===== src/pkg/slp_regs.svh =====
`ifndef SLP_REGS_SVH
`define SLP_REGS_SVH
// ----------------------------------------
// register offsets
// ----------------------------------------
`define SLP_OFF_SELECT 8'h00
`define SLP_OFF_OVS1 8'h04
`define SLP_OFF_TRQ2 8'h08
`define SLP_OFF_DEV2 8'h0C
`define SLP_OFF_OVS2 8'h10
`define SLP_OFF_STATUS 8'h14
`define SLP_OFF_DIV 8'h18
// ----------------------------------------
// reset values and limits
// ----------------------------------------
`define SLP_RST_SELECT 4'h0
`define SLP_RST_OVS1 13'h0000
`define SLP_RST_TRQ2 10'h000
`define SLP_RST_DEV2 15'h0753
`define SLP_RST_OVS2 13'h0000
`define SLP_RST_DIV 16'h0000
`define SLP_SWITCH_ON 4'h2
`define SLP_OVS_MAX 13'h1770
`define SLP_TRQ_MAX 10'h1F4
`define SLP_DEV_MIN 15'h0001
// ----------------------------------------
// timing
// ----------------------------------------
`define SLP_CLR_MS 120
`define SLP_CLK_KHZ 250000
`define SLP_CLR_CYCLES (`SLP_CLR_MS * `SLP_CLK_KHZ)
`define SLP_ZSTRETCH 16
`endif


===== src/pkg/slp_pkg.sv =====
package slp_pkg;
   typedef struct packed {
      logic a;
      logic b;
      logic z;
   } slp_phase_t;
   typedef struct packed {
      logic [12:0] speed;
      logic [9:0] torque_req;
      logic [23:0] deviation;
   } slp_motor_t;
   typedef enum logic [1:0] {
      SLP_RESP_OKAY = 2'h0,
      SLP_RESP_SLVERR = 2'h2
   } slp_resp_t;
endpackage


===== src/rtl/slp_encoder_divider.sv =====
`timescale 1ns/1ps
`default_nettype none
`include "slp_regs.svh"
module slp_encoder_divider
   import slp_pkg::*;
#(
   parameter int DIV_W = 16,
   parameter int Z_W = `SLP_ZSTRETCH
) (
   // clock and reset
   input wire logic core_clk_in,
   input wire logic reset_in,
   // control
   input wire logic [DIV_W-1:0] div_in,
   // phases
   input wire slp_phase_t phase_in,
   output slp_phase_t phase_out,
   output logic z_wide_out
);
   logic [DIV_W-1:0] cnt_q;
   logic a_prev_q;
   logic [7:0] zcnt_q;
   wire a_edge = phase_in.a != a_prev_q;
   wire wrap = cnt_q >= div_in;
   // ----------------------------------------
   // divide a/b by div_in+1 on edges of a
   // ----------------------------------------
   always_ff @(posedge core_clk_in or posedge reset_in) begin
      if (reset_in) begin
         cnt_q <= '0;
         a_prev_q <= 1'b0;
         phase_out <= '0;
         zcnt_q <= 8'h00;
         z_wide_out <= 1'b0;
      end else begin
         a_prev_q <= phase_in.a;
         phase_out.z <= phase_in.z;
         if (a_edge) begin
            cnt_q <= wrap ? '0 : cnt_q + 1'b1;
            if (wrap) begin
               phase_out.a <= ~phase_out.a;
               phase_out.b <= phase_in.b;
            end
         end
         // stretch z so a slow receiver catches it
         if (phase_in.z) begin
            zcnt_q <= 8'(Z_W - 1);
         end else if (zcnt_q != 8'h00) begin
            zcnt_q <= zcnt_q - 8'h01;
         end
         z_wide_out <= phase_in.z || (zcnt_q != 8'h00);
      end
   end
endmodule
`default_nettype wire


===== src/rtl/slp_top.sv =====
// The AXI4-Lite interface to the registers and the register offsets were chosen for this implementation.
`timescale 1ns/1ps
`default_nettype none
`include "slp_regs.svh"
module slp_top
   import slp_pkg::*;
#(
   parameter int CLR_CYCLES = `SLP_CLR_CYCLES,
   parameter int DIV_W = 16
) (
   // clock and reset
   input wire logic core_clk_in,
   input wire logic reset_in,
   // axi4-lite write
   input wire logic [7:0] s_axi_awaddr,
   input wire logic s_axi_awvalid,
   output logic s_axi_awready,
   input wire logic [31:0] s_axi_wdata,
   input wire logic [3:0] s_axi_wstrb,
   input wire logic s_axi_wvalid,
   output logic s_axi_wready,
   output logic [1:0] s_axi_bresp,
   output logic s_axi_bvalid,
   input wire logic s_axi_bready,
   // axi4-lite read
   input wire logic [7:0] s_axi_araddr,
   input wire logic s_axi_arvalid,
   output logic s_axi_arready,
   output logic [31:0] s_axi_rdata,
   output logic [1:0] s_axi_rresp,
   output logic s_axi_rvalid,
   input wire logic s_axi_rready,
   // motor side
   input wire slp_motor_t motor_in,
   input wire logic torque_set2_sel_in,
   input wire logic [9:0] torque_limit1_in,
   input wire logic [14:0] deviation_range1_in,
   output logic [9:0] torque_limit_out,
   output logic overspeed_err_out,
   output logic deviation_err_out,
   // host pins
   input wire logic alarm_clear_input_n_in,
   input wire slp_phase_t enc_in,
   output slp_phase_t enc_p_out,
   output slp_phase_t enc_n_out,
   output logic z_oc_out,
   output logic z_oc_oe_n_out
);
   // ----------------------------------------
   // registers
   // ----------------------------------------
   logic [3:0] select_q;
   logic [12:0] ovs1_q, ovs2_q;
   logic [9:0] trq2_q;
   logic [14:0] dev2_q;
   logic [DIV_W-1:0] div_q;
   logic [7:0] awaddr_q;
   logic [31:0] wdata_q;
   logic [3:0] wstrb_q;
   logic aw_have_q, w_have_q;
   logic [2:0] clr_sync_q;
   logic clr_level_q;
   logic [31:0] clr_cnt_q;
   logic clr_pulse_q;
   slp_phase_t div_ph;
   logic z_wide;

   function automatic logic [31:0] merge(input logic [31:0] old, input logic [31:0] nw,
                                         input logic [3:0] strb);
      logic [31:0] r;
      r = old;
      for (int i = 0; i < 4; i++) begin
         if (strb[i]) r[i*8 +: 8] = nw[i*8 +: 8];
      end
      return r;
   endfunction
   // ----------------------------------------
   // decode
   // ----------------------------------------
   wire sw_on = select_q == `SLP_SWITCH_ON;
   wire set2 = sw_on && torque_set2_sel_in;
   wire [12:0] ovs_lvl = set2 ? ovs2_q : ovs1_q;
   wire [9:0] trq_lim = set2 ? trq2_q : torque_limit1_in;
   wire [14:0] dev_lim = sw_on ? dev2_q : deviation_range1_in;
   wire [23:0] dev_thr = {1'b0, dev_lim, 8'h00};
   wire ovs_hit = sw_on && (motor_in.speed > ovs_lvl);
   wire do_write = aw_have_q && w_have_q && !s_axi_bvalid;
   wire [31:0] wm = merge(32'h0000_0000, wdata_q, wstrb_q);
   wire wr_hit = wr_hit_r(awaddr_q) && awaddr_q != `SLP_OFF_STATUS;
   wire [7:0] ra = s_axi_araddr;
   wire rd_hit = wr_hit_r(ra);
   wire [31:0] rd_val =
      ra == `SLP_OFF_SELECT ? {28'h0, select_q} :
      ra == `SLP_OFF_OVS1 ? {19'h0, ovs1_q} :
      ra == `SLP_OFF_TRQ2 ? {22'h0, trq2_q} :
      ra == `SLP_OFF_DEV2 ? {17'h0, dev2_q} :
      ra == `SLP_OFF_OVS2 ? {19'h0, ovs2_q} :
      ra == `SLP_OFF_DIV ? 32'(div_q) :
      ra == `SLP_OFF_STATUS ? {29'h0, set2, deviation_err_out, overspeed_err_out} :
      32'h0000_0000;
   function automatic logic wr_hit_r(input logic [7:0] a);
      return a == `SLP_OFF_SELECT || a == `SLP_OFF_OVS1 || a == `SLP_OFF_TRQ2 ||
             a == `SLP_OFF_DEV2 || a == `SLP_OFF_OVS2 || a == `SLP_OFF_DIV ||
             a == `SLP_OFF_STATUS;
   endfunction
   // ----------------------------------------
   // axi4-lite slave
   // ----------------------------------------
   always_ff @(posedge core_clk_in or posedge reset_in) begin
      if (reset_in) begin
         aw_have_q <= 1'b0;
         w_have_q <= 1'b0;
         awaddr_q <= 8'h00;
         wdata_q <= 32'h0000_0000;
         wstrb_q <= 4'h0;
         s_axi_awready <= 1'b0;
         s_axi_wready <= 1'b0;
         s_axi_bvalid <= 1'b0;
         s_axi_bresp <= 2'h0;
      end else begin
         s_axi_awready <= !aw_have_q && !s_axi_awready && s_axi_awvalid;
         s_axi_wready <= !w_have_q && !s_axi_wready && s_axi_wvalid;
         if (s_axi_awvalid && s_axi_awready) begin
            aw_have_q <= 1'b1;
            awaddr_q <= s_axi_awaddr;
         end
         if (s_axi_wvalid && s_axi_wready) begin
            w_have_q <= 1'b1;
            wdata_q <= s_axi_wdata;
            wstrb_q <= s_axi_wstrb;
         end
         if (do_write) begin
            aw_have_q <= 1'b0;
            w_have_q <= 1'b0;
            s_axi_bvalid <= 1'b1;
            s_axi_bresp <= wr_hit ? SLP_RESP_OKAY : SLP_RESP_SLVERR;
         end else if (s_axi_bready) begin
            s_axi_bvalid <= 1'b0;
         end
      end
   end
   always_ff @(posedge core_clk_in or posedge reset_in) begin
      if (reset_in) begin
         s_axi_arready <= 1'b0;
         s_axi_rvalid <= 1'b0;
         s_axi_rdata <= 32'h0000_0000;
         s_axi_rresp <= 2'h0;
      end else begin
         s_axi_arready <= s_axi_arvalid && !s_axi_arready && !s_axi_rvalid;
         if (s_axi_arvalid && s_axi_arready) begin
            s_axi_rvalid <= 1'b1;
            s_axi_rdata <= rd_val;
            s_axi_rresp <= rd_hit ? SLP_RESP_OKAY : SLP_RESP_SLVERR;
         end else if (s_axi_rready) begin
            s_axi_rvalid <= 1'b0;
         end
      end
   end
   // ----------------------------------------
   // settings, with ovs1, ovs2, trq2 and dev2 clamped to their ranges
   // ----------------------------------------
   always_ff @(posedge core_clk_in or posedge reset_in) begin
      if (reset_in) begin
         select_q <= `SLP_RST_SELECT;
         ovs1_q <= `SLP_RST_OVS1;
         trq2_q <= `SLP_RST_TRQ2;
         dev2_q <= `SLP_RST_DEV2;
         ovs2_q <= `SLP_RST_OVS2;
         div_q <= DIV_W'(`SLP_RST_DIV);
      end else if (do_write) begin
         case (awaddr_q)
            `SLP_OFF_SELECT: select_q <= wm[3:0];
            `SLP_OFF_OVS1: ovs1_q <= wm[12:0] > `SLP_OVS_MAX ? `SLP_OVS_MAX : wm[12:0];
            `SLP_OFF_TRQ2: trq2_q <= wm[9:0] > `SLP_TRQ_MAX ? `SLP_TRQ_MAX : wm[9:0];
            `SLP_OFF_DEV2: dev2_q <= wm[14:0] < `SLP_DEV_MIN ? `SLP_DEV_MIN : wm[14:0];
            `SLP_OFF_OVS2: ovs2_q <= wm[12:0] > `SLP_OVS_MAX ? `SLP_OVS_MAX : wm[12:0];
            `SLP_OFF_DIV: div_q <= wm[DIV_W-1:0];
            default: ;
         endcase
      end
   end
   // ----------------------------------------
   // alarm clear filter
   // ----------------------------------------
   always_ff @(posedge core_clk_in or posedge reset_in) begin
      if (reset_in) begin
         clr_sync_q <= 3'h0;
         clr_level_q <= 1'b0;
         clr_cnt_q <= 32'h0000_0000;
         clr_pulse_q <= 1'b0;
      end else begin
         clr_sync_q <= {clr_sync_q[1:0], !alarm_clear_input_n_in};
         if (clr_sync_q[2] == clr_sync_q[1]) clr_level_q <= clr_sync_q[2];
         clr_pulse_q <= 1'b0;
         if (!clr_level_q) begin
            clr_cnt_q <= 32'h0000_0000;
         end else if (clr_cnt_q < 32'(CLR_CYCLES)) begin
            clr_cnt_q <= clr_cnt_q + 32'h0000_0001;
            clr_pulse_q <= clr_cnt_q == 32'(CLR_CYCLES - 1);
         end
      end
   end
   // ----------------------------------------
   // protection outputs
   // ----------------------------------------
   always_ff @(posedge core_clk_in or posedge reset_in) begin
      if (reset_in) begin
         overspeed_err_out <= 1'b0;
         deviation_err_out <= 1'b0;
         torque_limit_out <= 10'h000;
      end else begin
         torque_limit_out <= trq_lim;
         // set wins over clear
         if (ovs_hit) overspeed_err_out <= 1'b1;
         else if (clr_pulse_q) overspeed_err_out <= 1'b0;
         if (motor_in.deviation > dev_thr) deviation_err_out <= 1'b1;
         else if (clr_pulse_q) deviation_err_out <= 1'b0;
      end
   end
   // ----------------------------------------
   // encoder outputs
   // ----------------------------------------
   slp_encoder_divider #(.DIV_W(DIV_W), .Z_W(`SLP_ZSTRETCH)) u_div (
      .core_clk_in(core_clk_in),
      .reset_in(reset_in),
      .div_in(div_q),
      .phase_in(enc_in),
      .phase_out(div_ph),
      .z_wide_out(z_wide)
   );
   always_ff @(posedge core_clk_in or posedge reset_in) begin
      if (reset_in) begin
         enc_p_out <= '0;
         enc_n_out <= '1;
         z_oc_out <= 1'b0;
         z_oc_oe_n_out <= 1'b1;
      end else begin
         enc_p_out <= div_ph;
         enc_n_out <= ~div_ph;
         z_oc_out <= 1'b0;
         z_oc_oe_n_out <= !z_wide;
      end
   end
endmodule
`default_nettype wire


===== config.mk =====
export PLATFORM = sky130hd
export DESIGN_NAME = slp_top
export DESIGN_NICKNAME = d
export VERILOG_FILES = /design/src/pkg/slp_pkg.sv /design/src/rtl/slp_encoder_divider.sv /design/src/rtl/slp_top.sv
export VERILOG_INCLUDE_DIRS = /design/src /design/src/pkg
export SDC_FILE = /design/constraint.sdc
export NUM_CORES = 1
export LEC_CHECK = 0
export BUFFER_PORTS_ARGS = -buffer_cell sky130_fd_sc_hd__buf_2
export CAP_MARGIN = 20
export CELL_PAD_IN_SITES_DETAIL_PLACEMENT = 1
export CELL_PAD_IN_SITES_GLOBAL_PLACEMENT = 1
export CORE_MARGIN = 4
export CORE_UTILIZATION = 47
export CTS_CLUSTER_DIAMETER = 40
export CTS_CLUSTER_SIZE = 30
export DETAILED_ROUTE_END_ITERATION = 7
export PLACE_DENSITY_LB_ADDON = 0.1
export SETUP_SLACK_MARGIN = 0.3
export SLEW_MARGIN = 5
export SYNTH_ARGS = -nofsm -noshare
export SYNTH_HDL_FRONTEND = slang
export SYNTH_SLANG_ARGS = --single-unit

===== constraint.sdc =====
create_clock -name core_clk_in -period 12.05 [get_ports core_clk_in]
set_input_delay 0.6025 -clock core_clk_in [delete_from_list [all_inputs] [get_ports core_clk_in]]
set_output_delay 0.6025 -clock core_clk_in [all_outputs]
set_load 0.05 [all_outputs]

# Yosys cells after proc, flatten, opt, wreduce, memory -nomap -nowiden

Cells that the tools add are included.

Register bits after elaboration: 225
Word-level logic and storage cells: 158
Input port bits: 136

Muxes and demuxes: 35
Eq/ne operators: 18
Reductions and logical operators: 53
Bitwise logic cells: 2
Add/sub/neg operators: 3
Magnitude comparators: 7

Operators by type and width:

| operator                                                     | number |
|---|---|
| 2-to-1 mux 16 bit                                            | 7 |
| 2-to-1 mux 32 bit                                            | 2 |
| equality test 8 x 5 -> 1 bit, second input constant          | 6 |
| adder 32 x 1 -> 32 bit, second input constant                | 1 |
| equality test 32 x 25 -> 1 bit, second input constant        | 1 |
| equality test 8 x 4 -> 1 bit, second input constant          | 4 |
| less-than comparator 32 x 25 -> 1 bit, second input constant | 1 |
| 2-to-1 mux 8 bit                                             | 4 |
| 2-to-1 mux 15 bit                                            | 2 |
| 2-to-1 mux 13 bit                                            | 2 |
| > comparator 24 x 23 -> 1 bit                                | 1 |
| 2-to-1 mux 10 bit                                            | 2 |
| adder 16 x 1 -> 16 bit, second input constant                | 1 |
| equality test 8 x 3 -> 1 bit, second input constant          | 2 |
| greater-or-equal comparator 16 bit                           | 1 |
| zero test 8 bit                                              | 2 |
| less-than comparator 15 x 1 -> 1 bit, second input constant  | 1 |
| logical AND 1 bit                                            | 14 |
| AND reduction 2 bit                                          | 7 |
| nonzero test 2 bit                                           | 7 |
| > comparator 13 bit                                          | 1 |
| > comparator 13 bit, second input constant                   | 1 |
| logical OR 1 bit                                             | 13 |
| 2-to-1 mux 1 bit                                             | 13 |
| 13 further kinds                                             | 22 |

# Longest topological paths before layout

Gate-level depths: netlist of the first run.

Depth after elaboration: 9
Gate-level depth with buffers: 12
Depth with buffers taken out: 10

# Hierarchy

A second synthesis of the first run with hierarchy kept.

Cell total of the unflattened synthesis: 1046
Area total of the unflattened synthesis: 10608.9 µm²

By module, submodules not included:

| module              | area an instance (µm²) | seq. area each (µm²) | instances | cells an instance |
|---|---|---|---|---|
| slp_top             | 8826.0                 | 4468.0               | 1         | 859 |
| slp_encoder_divider | 1783.0                 | 725.7                | 1         | 187 |

# Worst setup path before layout of the first run

Ideal clock, no wire load.

Kind: register to register
Start point: register select_q[3]
End point: register deviation_err_out
Arrival time: 2.677 ns
Path buffers: 2
Period minus slack after synthesis: 2.799 ns
Slack: 9.251 ns
Cell stages (with the launch flop): 12
Cell sequence: dfrtp_1 nor4b_1 buf_2 buf_1 mux2i_1 ha_1 a21o_1 a21o_1 a21o_1 a21oi_1 o21ai_0 o22a_1

Word-level cells in the longest chain between the ends: 4
Elaborated cells on any way between the ends: 5
Classes of those cells: order compare (1); eq/ne (1); mux (2); reduce/logical (1)

RTL lines:

| item                                                          | RTL line       | source |
|---|---|---|
| from (decl)                                                   | slp_top.sv:52  | `logic [3:0] select_q;` |
| from (signal assigned)                                        | slp_top.sv:164 | `` select_q <= `SLP_RST_SELECT; `` |
| from (signal assigned)                                        | slp_top.sv:172 | `` `SLP_OFF_SELECT: select_q <= wm[3:0]; `` |
| equality test 4 x 2 -> 1 bit (no line) *                      | -              |  |
| 2-to-1 mux 15 bit *                                           | slp_top.sv:84  | `wire [14:0] dev_lim = sw_on ? dev2_q : deviation_range1_in;` |
| > comparator 24 x 23 -> 1 bit *                               | slp_top.sv:216 | `if (motor_in.deviation > dev_thr) deviation_err_out <= 1'b1;` |
| 2-to-1 mux 1 bit / nonzero test 2 bit (equally long branches) | -              |  |
| to (signal assigned)                                          | slp_top.sv:209 | `deviation_err_out <= 1'b0;` |
| to (signal assigned)                                          | slp_top.sv:216 |  |
| to (signal assigned)                                          | slp_top.sv:217 | `else if (clr_pulse_q) deviation_err_out <= 1'b0;` |
| to (decl)                                                     | slp_top.sv:40  | `output logic deviation_err_out,` |

Mark *: on every way between the ends. The rest lies on a longest branch, timed or not.
A chain may end at the register's enable or synchronous reset.

# Final worst setup path of the first run

Start point: register select_q[3]
End point: register overspeed_err_out

Word-level cells in the longest chain between the ends: 6
Elaborated cells on any way between the ends: 7
Classes of those cells: order compare (1); eq/ne (1); mux (2); reduce/logical (3)

RTL lines:

| item                                                          | RTL line       | source |
|---|---|---|
| equality test 4 x 2 -> 1 bit (no line) *                      | -              |  |
| logical AND 1 bit                                             | slp_top.sv:81  | `wire set2 = sw_on && torque_set2_sel_in;` |
| 2-to-1 mux 13 bit                                             | slp_top.sv:82  | `wire [12:0] ovs_lvl = set2 ? ovs2_q : ovs1_q;` |
| > comparator 13 bit                                           | slp_top.sv:86  | `wire ovs_hit = sw_on && (motor_in.speed > ovs_lvl);` |
| logical AND 1 bit *                                           | slp_top.sv:86  |  |
| 2-to-1 mux 1 bit / nonzero test 2 bit (equally long branches) | -              |  |
| to (signal assigned)                                          | slp_top.sv:208 | `overspeed_err_out <= 1'b0;` |
| to (signal assigned)                                          | slp_top.sv:214 | `if (ovs_hit) overspeed_err_out <= 1'b1;` |
| to (signal assigned)                                          | slp_top.sv:215 | `else if (clr_pulse_q) overspeed_err_out <= 1'b0;` |
| to (decl)                                                     | slp_top.sv:39  | `output logic overspeed_err_out,` |

Marks and branches as above.

==> metrics.cfg, run 1 <==
[power_and_ir_drop]
worst_ir_drop_vdd_uv=126.5
internal_power_mw=1.620
powerDensity_nw_per_um2=194.0
net_switching_power_figure_uw=798.0
combPwrFrac_pct=20.4
power.share.switching_pct=33.00
power_frac_clock_pct=40.2
seqPwrFrac_pct=39.4
cellLeakagePower_nw=5.853

[finish]
final_nets=1340
area_delta_synth_final_pct=20.05
finish.cell_count_without_fillers=1462
most-common-layout-cells=196 x dfrtp_1, 149 x buf_2, 129 x nand2_1, 70 x o21ai_0, 52 x nor2_1
final_layout_size_suffix_gt1_share_pct=23.43
layout.cells.most_common=dfrtp_1
diodes=0

[critical_path]
cp_data_required_time_ns=12.46
timing.setup.critical_path_class=flip-flop to flip-flop
worstRegToRegCells=9
critical_path.startpoint_type=flip-flop
crit_path_max_fanout=21
worstReg2RegEnd=overspeed_err_out
worst-r2r-setup-slack_ns=9.14
end_kind=flip-flop
arrival_ns=3.32
reg2reg_from=select_q[3]

[route]
number_of_optimization_iterations_in_the_first_detailed_route_pass=4
drt_iter0_drc=386
final_wl_um=29460
detail-route-antenna-nets=0
via_per_inst=5.588
drc=0
dr_total_vias=8170
routed_wire_length_per_instance_um=20.15

[timing]
setup_violations=0
rsz_0062_raised_after_global_routing=false
final_hold_viol_count=0
timing.hold.ws_ns=0.2055
worst-slew-pin-transition_ns=1.006
achievable_frequency_mhz=343.6
final_period_minus_worst_setup_slack_ns=2.910
max_slew_margin_pct=32.67
final_min_period_over_clock_period_pct=24.15
setup_total_negative_slack_ns=0
clock_skew_ns=0.01436
timing.final.max_slew_violations=0

[outcome]
run_status=finished, final reports clean

[global_routing]
grt.total_usage_pct=24.23
pin_count_of_the_biggest_net_entering_global_routing=142
number_of_global_route_vias_before_repair=8748
antenna_violations_before_repair=0
grt_first_pass_wirelength_um=47360
overflow=0

[cts]
tritoncts_clock_tree=done
cts_hold_buffers=0
cts_buffers=31
clk_latency_ns=0.55
clock_tree.buffer_depth=3
cts_sinks=207
h-tree-depth=1
ctsRootBufferMaster=clkbuf_16
clkSlewWorstSetupHoldPaths_ns=0.06
post_cts.resized_instances=0
post_cts_buffers=0

[placed_design]
weighted_congestion_reported_at_the_end_of_routability_driven_placement=0.7982
placed_instance_count=1402
post-dp-hpwl_um=21400
place.port_buffers=149

[yosys]
ys.flop_type=dfrtp_1
synthesis.area_per_instance_um2=10.33
synth-edff-count=0
async_flop_share_pct=100.0
synth.yosys.seq_area_share_pct=50.02
netlist_instances=1005
yosys.cell_types.count=72
mappedNetlistArea_um2=10380
yosys_warnings=0
synth.ff_latch_count=207

[worst_hold_path]
min-delay-path-class=input pin to flip-flop
holdPathStages=2
timing.hold.worst.start=alarm_clear_input_n_in
worst_hold_path.endpoint=clr_sync_q[0]

[floorplanning]
coreArea_um2=21760
chip_width_um=156.6
floorplan.die_area_um2=24530
initial_cell_density_of_the_core_pct=47.73
placementRows=54
die-height_um=156.6
pin_count=197

[flow_run]
max_cap_viol_count=0

==> cells in the mapped netlist (3+ instances only) <==
cell type | instances | area, µm²
dfrtp_1 | 196 | 4905
nand2_1 | 129 | 484.2
o21ai_0 | 70 | 350.3
nor2_1 | 52 | 195.2
ha_1 | 47 | 588.1
mux2_2 | 37 | 416.7
inv_1 | 36 | 135.1
and2_1 | 31 | 193.9
mux2i_1 | 29 | 290.3
clkbuf_1 | 27 | 101.4
nand3_1 | 27 | 135.1
a21oi_1 | 24 | 120.1
xnor2_1 | 24 | 210.2
buf_4 | 19 | 142.6
a31oi_1 | 18 | 112.6
xor2_1 | 18 | 157.7
and3_1 | 17 | 106.4
a21o_1 | 16 | 120.1
nor3_1 | 15 | 75.07
nand4_1 | 13 | 81.33
o31ai_1 | 13 | 97.59
dfstp_2 | 11 | 289.0
nor2b_1 | 11 | 68.82
a221oi_1 | 8 | 70.07
o221ai_1 | 8 | 70.07
nand2b_1 | 7 | 43.79
o21a_1 | 7 | 52.55
buf_2 | 6 | 30.03
or3_1 | 6 | 37.54
nand4b_1 | 5 | 43.79
nor3b_1 | 5 | 37.54
o22ai_1 | 5 | 31.28
o41ai_1 | 5 | 43.79
a22oi_1 | 4 | 30.03
and4_1 | 4 | 35.03
nor4_1 | 4 | 25.02
a22o_1 | 3 | 26.28
nand3b_1 | 3 | 22.52
==> power groups by stage <==
| stage | Clock [mW] | Sequential, mW | Combinational [mW] |
|---|---|---|---|
| global placement | 0 | 0.953 | 0.479 |
| finish | 0.973 | 0.953 | 0.493 |
| detailed placement | 0 | 0.960 | 0.493 |
| floorplan | 0 | 0.979 | 0.294 |
| global route | 1.02 | 0.970 | 0.542 |
| CTS | 0.990 | 0.951 | 0.498 |
==> registers in the layout (all words and copies together) (netlist names), 2 cells and up <==
| register | count |
|---|---|
| s_axi_rdata | 16 |
| wdata_q | 16 |
| awaddr_q | 8 |
| enc_n_out | 3 |
| ovs2_q | 13 |
| u_div.cnt_q | 16 |
| enc_p_out | 3 |
| torque_limit_out | 10 |
| trq2_q | 10 |
| wstrb_q | 2 |
| ovs1_q | 13 |
| dev2_q | 15 |
| u_div.phase_out | 3 |
| clr_cnt_q | 32 |
| div_q | 16 |
| clr_sync_q | 3 |
| u_div.zcnt_q | 8 |
| select_q | 4 |
==> metal layers <==
| layer | vias to the layer above | wire (µm) | track usage (%) |
|---|---|---|---|
| li1 | 3870 | - | - |
| met1 | 4071 | 12780 | 32.41 |
| met2 | 185 | 14630 | 41.68 |
| met3 | 44 | 1399 | 3.567 |
| met4 | 0 | 658 | 6.074 |
| met5 | - | 0 | 0 |
==> layout make-up <==
| cell class | instances | area (µm²) |
|---|---|---|
| timing repair buffer | 155 | 802.0 |
| fill | 2424 | 9290 |
| tap | 280 | 350.3 |
| clock buffer | 34 | 797.0 |
| inverter | 36 | 142.6 |
| clock inverter | 24 | 332.8 |
| multi-input combinational | 726 | 4847 |
| sequential | 207 | 5194 |
==> through the flow <==
| step | setup WS (ns) | util [%] | total power, mW | instance area, µm² |
|---|---|---|---|---|
| CTS | 9.020 | 57.18 | 2.440 | 12440 |
| finish | 9.140 | 57.30 | 2.418 | 12470 |
| global route | 8.904 | 57.30 | 2.536 | 12470 |
| floorplan | 5.813 | - | 1.273 | 10450 |
| global placement | 9.080 | 51.98 | 1.432 | 11310 |
| detailed placement | 9.020 | 51.98 | 1.453 | 11310 |
==> cells by family after synthesis <==
logic type / synth area share [%]
compound gates: 12.82
xor+xnor: 3.543
fa+ha+maj: 5.760
buf+inv: 4.013
flops: 50.02
mux: 6.808
other cells: 0.03611
simple gates: 17.00
==> worst max-delay path, cell delays in order, from the launching register on <==
cell and delay [ns]:
dfrtp_1 0.41, nor4b_2 0.32, nand2_1 0.24, buf_4 0.31
mux2i_1 0.22, ha_1 0.27, and4_1 0.22, a2111oi_0 0.44
o211a_1 0.21, o21ai_0 0.11
==> worst max-delay path by stage <==
stage	depth (start not counted)	start	end	slack, ns
floorplan	1	reset_in	aw_have_q	5.81
detailed placement	9	torque_set2_sel_in	overspeed_err_out	9.02
global route	9	select_q[3]	overspeed_err_out	8.90
finish	9	select_q[3]	overspeed_err_out	9.14
CTS	6	awaddr_q[1]	dev2_q[0]	9.02
global placement	6	awaddr_q[1]	dev2_q[0]	9.08
(Power assumes the default switching activity.)
==> inputs of run 2 (changes only) <==
--- a/config.mk
+++ b/config.mk
@@ -11,7 +11,7 @@
 export CELL_PAD_IN_SITES_DETAIL_PLACEMENT = 1
 export CELL_PAD_IN_SITES_GLOBAL_PLACEMENT = 1
 export CORE_MARGIN = 4
-export CORE_UTILIZATION = 47
+export CORE_UTILIZATION = 39
 export CTS_CLUSTER_DIAMETER = 40
 export CTS_CLUSTER_SIZE = 30
 export DETAILED_ROUTE_END_ITERATION = 7
==> constraint.sdc (replaced) <==
create_clock -name core_clk_in -period 2.6 [get_ports core_clk_in]
set_input_delay 0.13 -clock core_clk_in [delete_from_list [all_inputs] [get_ports core_clk_in]]
set_output_delay 0.13 -clock core_clk_in [all_outputs]
set_load 0.05 [all_outputs]
==> run 2 against run 1 <==
Net effect: combinational power rose to 5.3 times the previous value; sequential share of layout area shrank 3.7 points; global-route usage fell by 2.3 points; non-clock buffer count rose by 89; clock power grew to 5.2 times the previous value.
==> metrics.cfg, run 2 (synthesis results as in run 1) <==
[critical_path]
timing.setup.critical_path_class=flip-flop to flip-flop
cp_data_required_time_ns=2.99  ; -9.47 ns
cp_max_stage_cell=dfrtp_1
critical_path.most_common_cell=a21o_1
critical_path_buf_inv_count=2  ; +1
critical_path.startpoint_type=flip-flop
end_kind=flip-flop
arrival_ns=2.84  ; -0.48 ns
cp_top_family=compound AO/OA/AOI/OAI gates
timing.critical_path.cells=nor4b_4 -> buf_4 -> buf_8 -> mux2i_1 -> ha_1 -> a21o_1 -> a21o_1 -> a21o_1 -> a21oi_2 -> o21ai_1 -> o22a_1
crit_path_max_fanout=4  ; -81%
critical-path-max-stage-delay_ns=0.40  ; -0.04 ns

[cts]
h-tree-depth=2  ; +1
clkSlewWorstSetupHoldPaths_ns=0.05  ; about the same
cts_sinks=207  ; unchanged
clock_tree.buffer_depth=3  ; unchanged
clk_latency_ns=0.51  ; -0.04 ns
cts_buffers=38  ; +23%
ctsRootBufferMaster=clkbuf_16
tritoncts_clock_tree=done

[power_and_ir_drop]
cellLeakagePower_nw=6.359  ; +8.7%
net_switching_power_figure_mw=4.020  ; +400%
worst_ir_drop_vdd_uv=584.8  ; +360%
internal_power_mw=8.087  ; +400%
power_frac_clock_pct=42.0  ; +1.8 points
powerDensity_nw_per_um2=885.0  ; +360%
power.share.switching_pct=33.20  ; +0.21 points
post-layout-total-power_mw=12.11  ; +400%
combPwrFrac_pct=21.5  ; +1.1 points
seqPwrFrac_pct=36.5  ; -2.9 points

[global_routing]
grt.met1_usage_pct=29.44  ; -3.0 points
number_of_global_route_vias_before_repair=9181  ; +4.9%
overflow=0  ; unchanged
grt_first_pass_wirelength_um=50630  ; +6.9%
grt_use_met3_pct=3.264  ; -0.30 points
antenna_violations_before_repair=0  ; unchanged
grt.busiest_layer=met2
pin_count_of_the_biggest_net_entering_global_routing=86  ; -39%
grt_util_met2_pct=37.23  ; -4.4 points
grt.total_usage_pct=21.92  ; -2.3 points

[timing]
rsz_0062_raised_after_global_routing=true
timing.final.max_slew_violations=0  ; unchanged
setup_total_negative_slack_ns=0  ; unchanged
final_min_period_over_clock_period_pct=94.42  ; +70 points
clock_skew_ns=0.01961  ; +0.005251 ns
achievable_frequency_mhz=407.3  ; +19%
setup_violations=0  ; unchanged
final_hold_viol_count=0  ; unchanged
max_slew_margin_pct=42.85  ; +10 points
worst-slew-pin-transition_ns=0.8483  ; -0.1579 ns
timing.hold.ws_ns=0.02184  ; -0.1837 ns
final_period_minus_worst_setup_slack_ns=2.455  ; -0.4552 ns

[finish]
largest_register_ff_count=32  ; unchanged
largest-register=clr_cnt_q
finish.cell_count_without_fillers=1617  ; +11%
area_delta_synth_final_pct=31.75
layout.cells.most_common=dfrtp_1
final_nets=1436  ; +7.2%
diodes=0  ; unchanged
finalCoreUtilization_pct=52.35  ; -4.9 points
most-common-layout-cells=195 x dfrtp_1, 149 x buf_2, 127 x nand2_1, 66 x o21ai_0
final_layout_size_suffix_gt1_share_pct=26.76  ; +3.3 points

[floorplanning]
die-height_um=171.2  ; +9.3%
coreArea_um2=26130  ; +20%
initial_cell_density_of_the_core_pct=39.73  ; -8.0 points
chip_width_um=171.2  ; +9.3%
placementRows=59  ; +9.3%
floorplan.die_area_um2=29300  ; +19%
pin_count=197  ; unchanged

[route]
detail-route-antenna-nets=0  ; unchanged
via_per_inst=5.229  ; -6.4%
dr_total_vias=8455  ; +3.5%
drc=0  ; unchanged
drt_iter0_drc=395  ; +2.3%
final_wl_um=31530  ; +7.0%
number_of_optimization_iterations_in_the_first_detailed_route_pass=4  ; unchanged
routed_wire_length_per_instance_um=19.50  ; -3.2%

[worst_hold_path]
min-delay-path-class=input pin to flip-flop

[placed_design]
placed_instance_count=1485  ; +5.9%
place.port_buffers=149  ; unchanged
weighted_congestion_reported_at_the_end_of_routability_driven_placement=0.8495  ; +6.4%
post-dp-hpwl_um=22780  ; +6.4%

[flow_run]
max_cap_viol_count=0  ; unchanged

[outcome]
run_status=finished, final reports clean

## run 2: power groups by stage
stage	Combinational, mW	Clock (mW)	Sequential (mW)
after CTS	2.54	5.21	4.41
after detailed placement	2.42	0	4.46
after floorplan	1.38	0	4.54
after global placement	2.37	0	4.44
final	2.60	5.08	4.42
after global routing	2.86	5.39	4.50
## run 2: path summary, 6_finish.rpt
check	to	depth (start not counted)	startpoint	slack, ns
worst max-delay path	deviation_err_out	11	select_q[0]	0.15
worst min-delay path	s_axi_rresp[1]	3	s_axi_araddr[4]	0.02
worst max register to register	deviation_err_out	11	select_q[0]	0.15
worst min register to register	z_oc_oe_n_out	1	u_div.z_wide_out	0.35
max in group asynchronous	s_axi_rvalid	4	reset_in	1.57
min in group asynchronous	clr_sync_q[2]	3	reset_in	0.19
## run 2: what timing repair did
action	in CTS	in global routing
pin swaps	14	6
setup endpoints to repair	5	40
hold buffers	51	0
gates resized for setup	13	17
gates cloned	0	0
endpoints found under the hold margin	72	0
buffers inserted	9	3
## run 2: layout make-up
type | instances | area (µm²)
inverters | 36 | 138.9
clock inverters | 29 | 340.3
fillers | 2926 | 12450
well taps | 335 | 419.2
flip-flops and latches | 207 | 5195
repair buffers | 244 | 1658
multi-input cells | 726 | 4950
clock buffers | 40 | 979.7
## run 2: layer usage
metal | vias to the layer above | wire length, µm
met4 | 0 | 632
met1 | 4177 | 13970
met3 | 36 | 1408
met5 | - | 0
met2 | 176 | 15520
li1 | 4066 | -
## run 2: worst reg2reg max path: cells and delay by family, from the launching register on
kind	cells	cell delay (ns)
buffers and inverters	2	0.31
DFF	1	0.40
AOI/OAI and AO/OA	6	0.92
adders and majority gates	1	0.26
and+or+nand+nor	1	0.26
muxes	1	0.19
## run 2: metrics by stage
step                      instance area [µm²]  setup WS, ns
after CTS                               13590        0.1397
after floorplan                         10500       -0.2073
after global placement                  11640       0.03003
after detailed placement                11640     -0.005199
final                                   13680        0.1451
after global routing                    13680      -0.03925
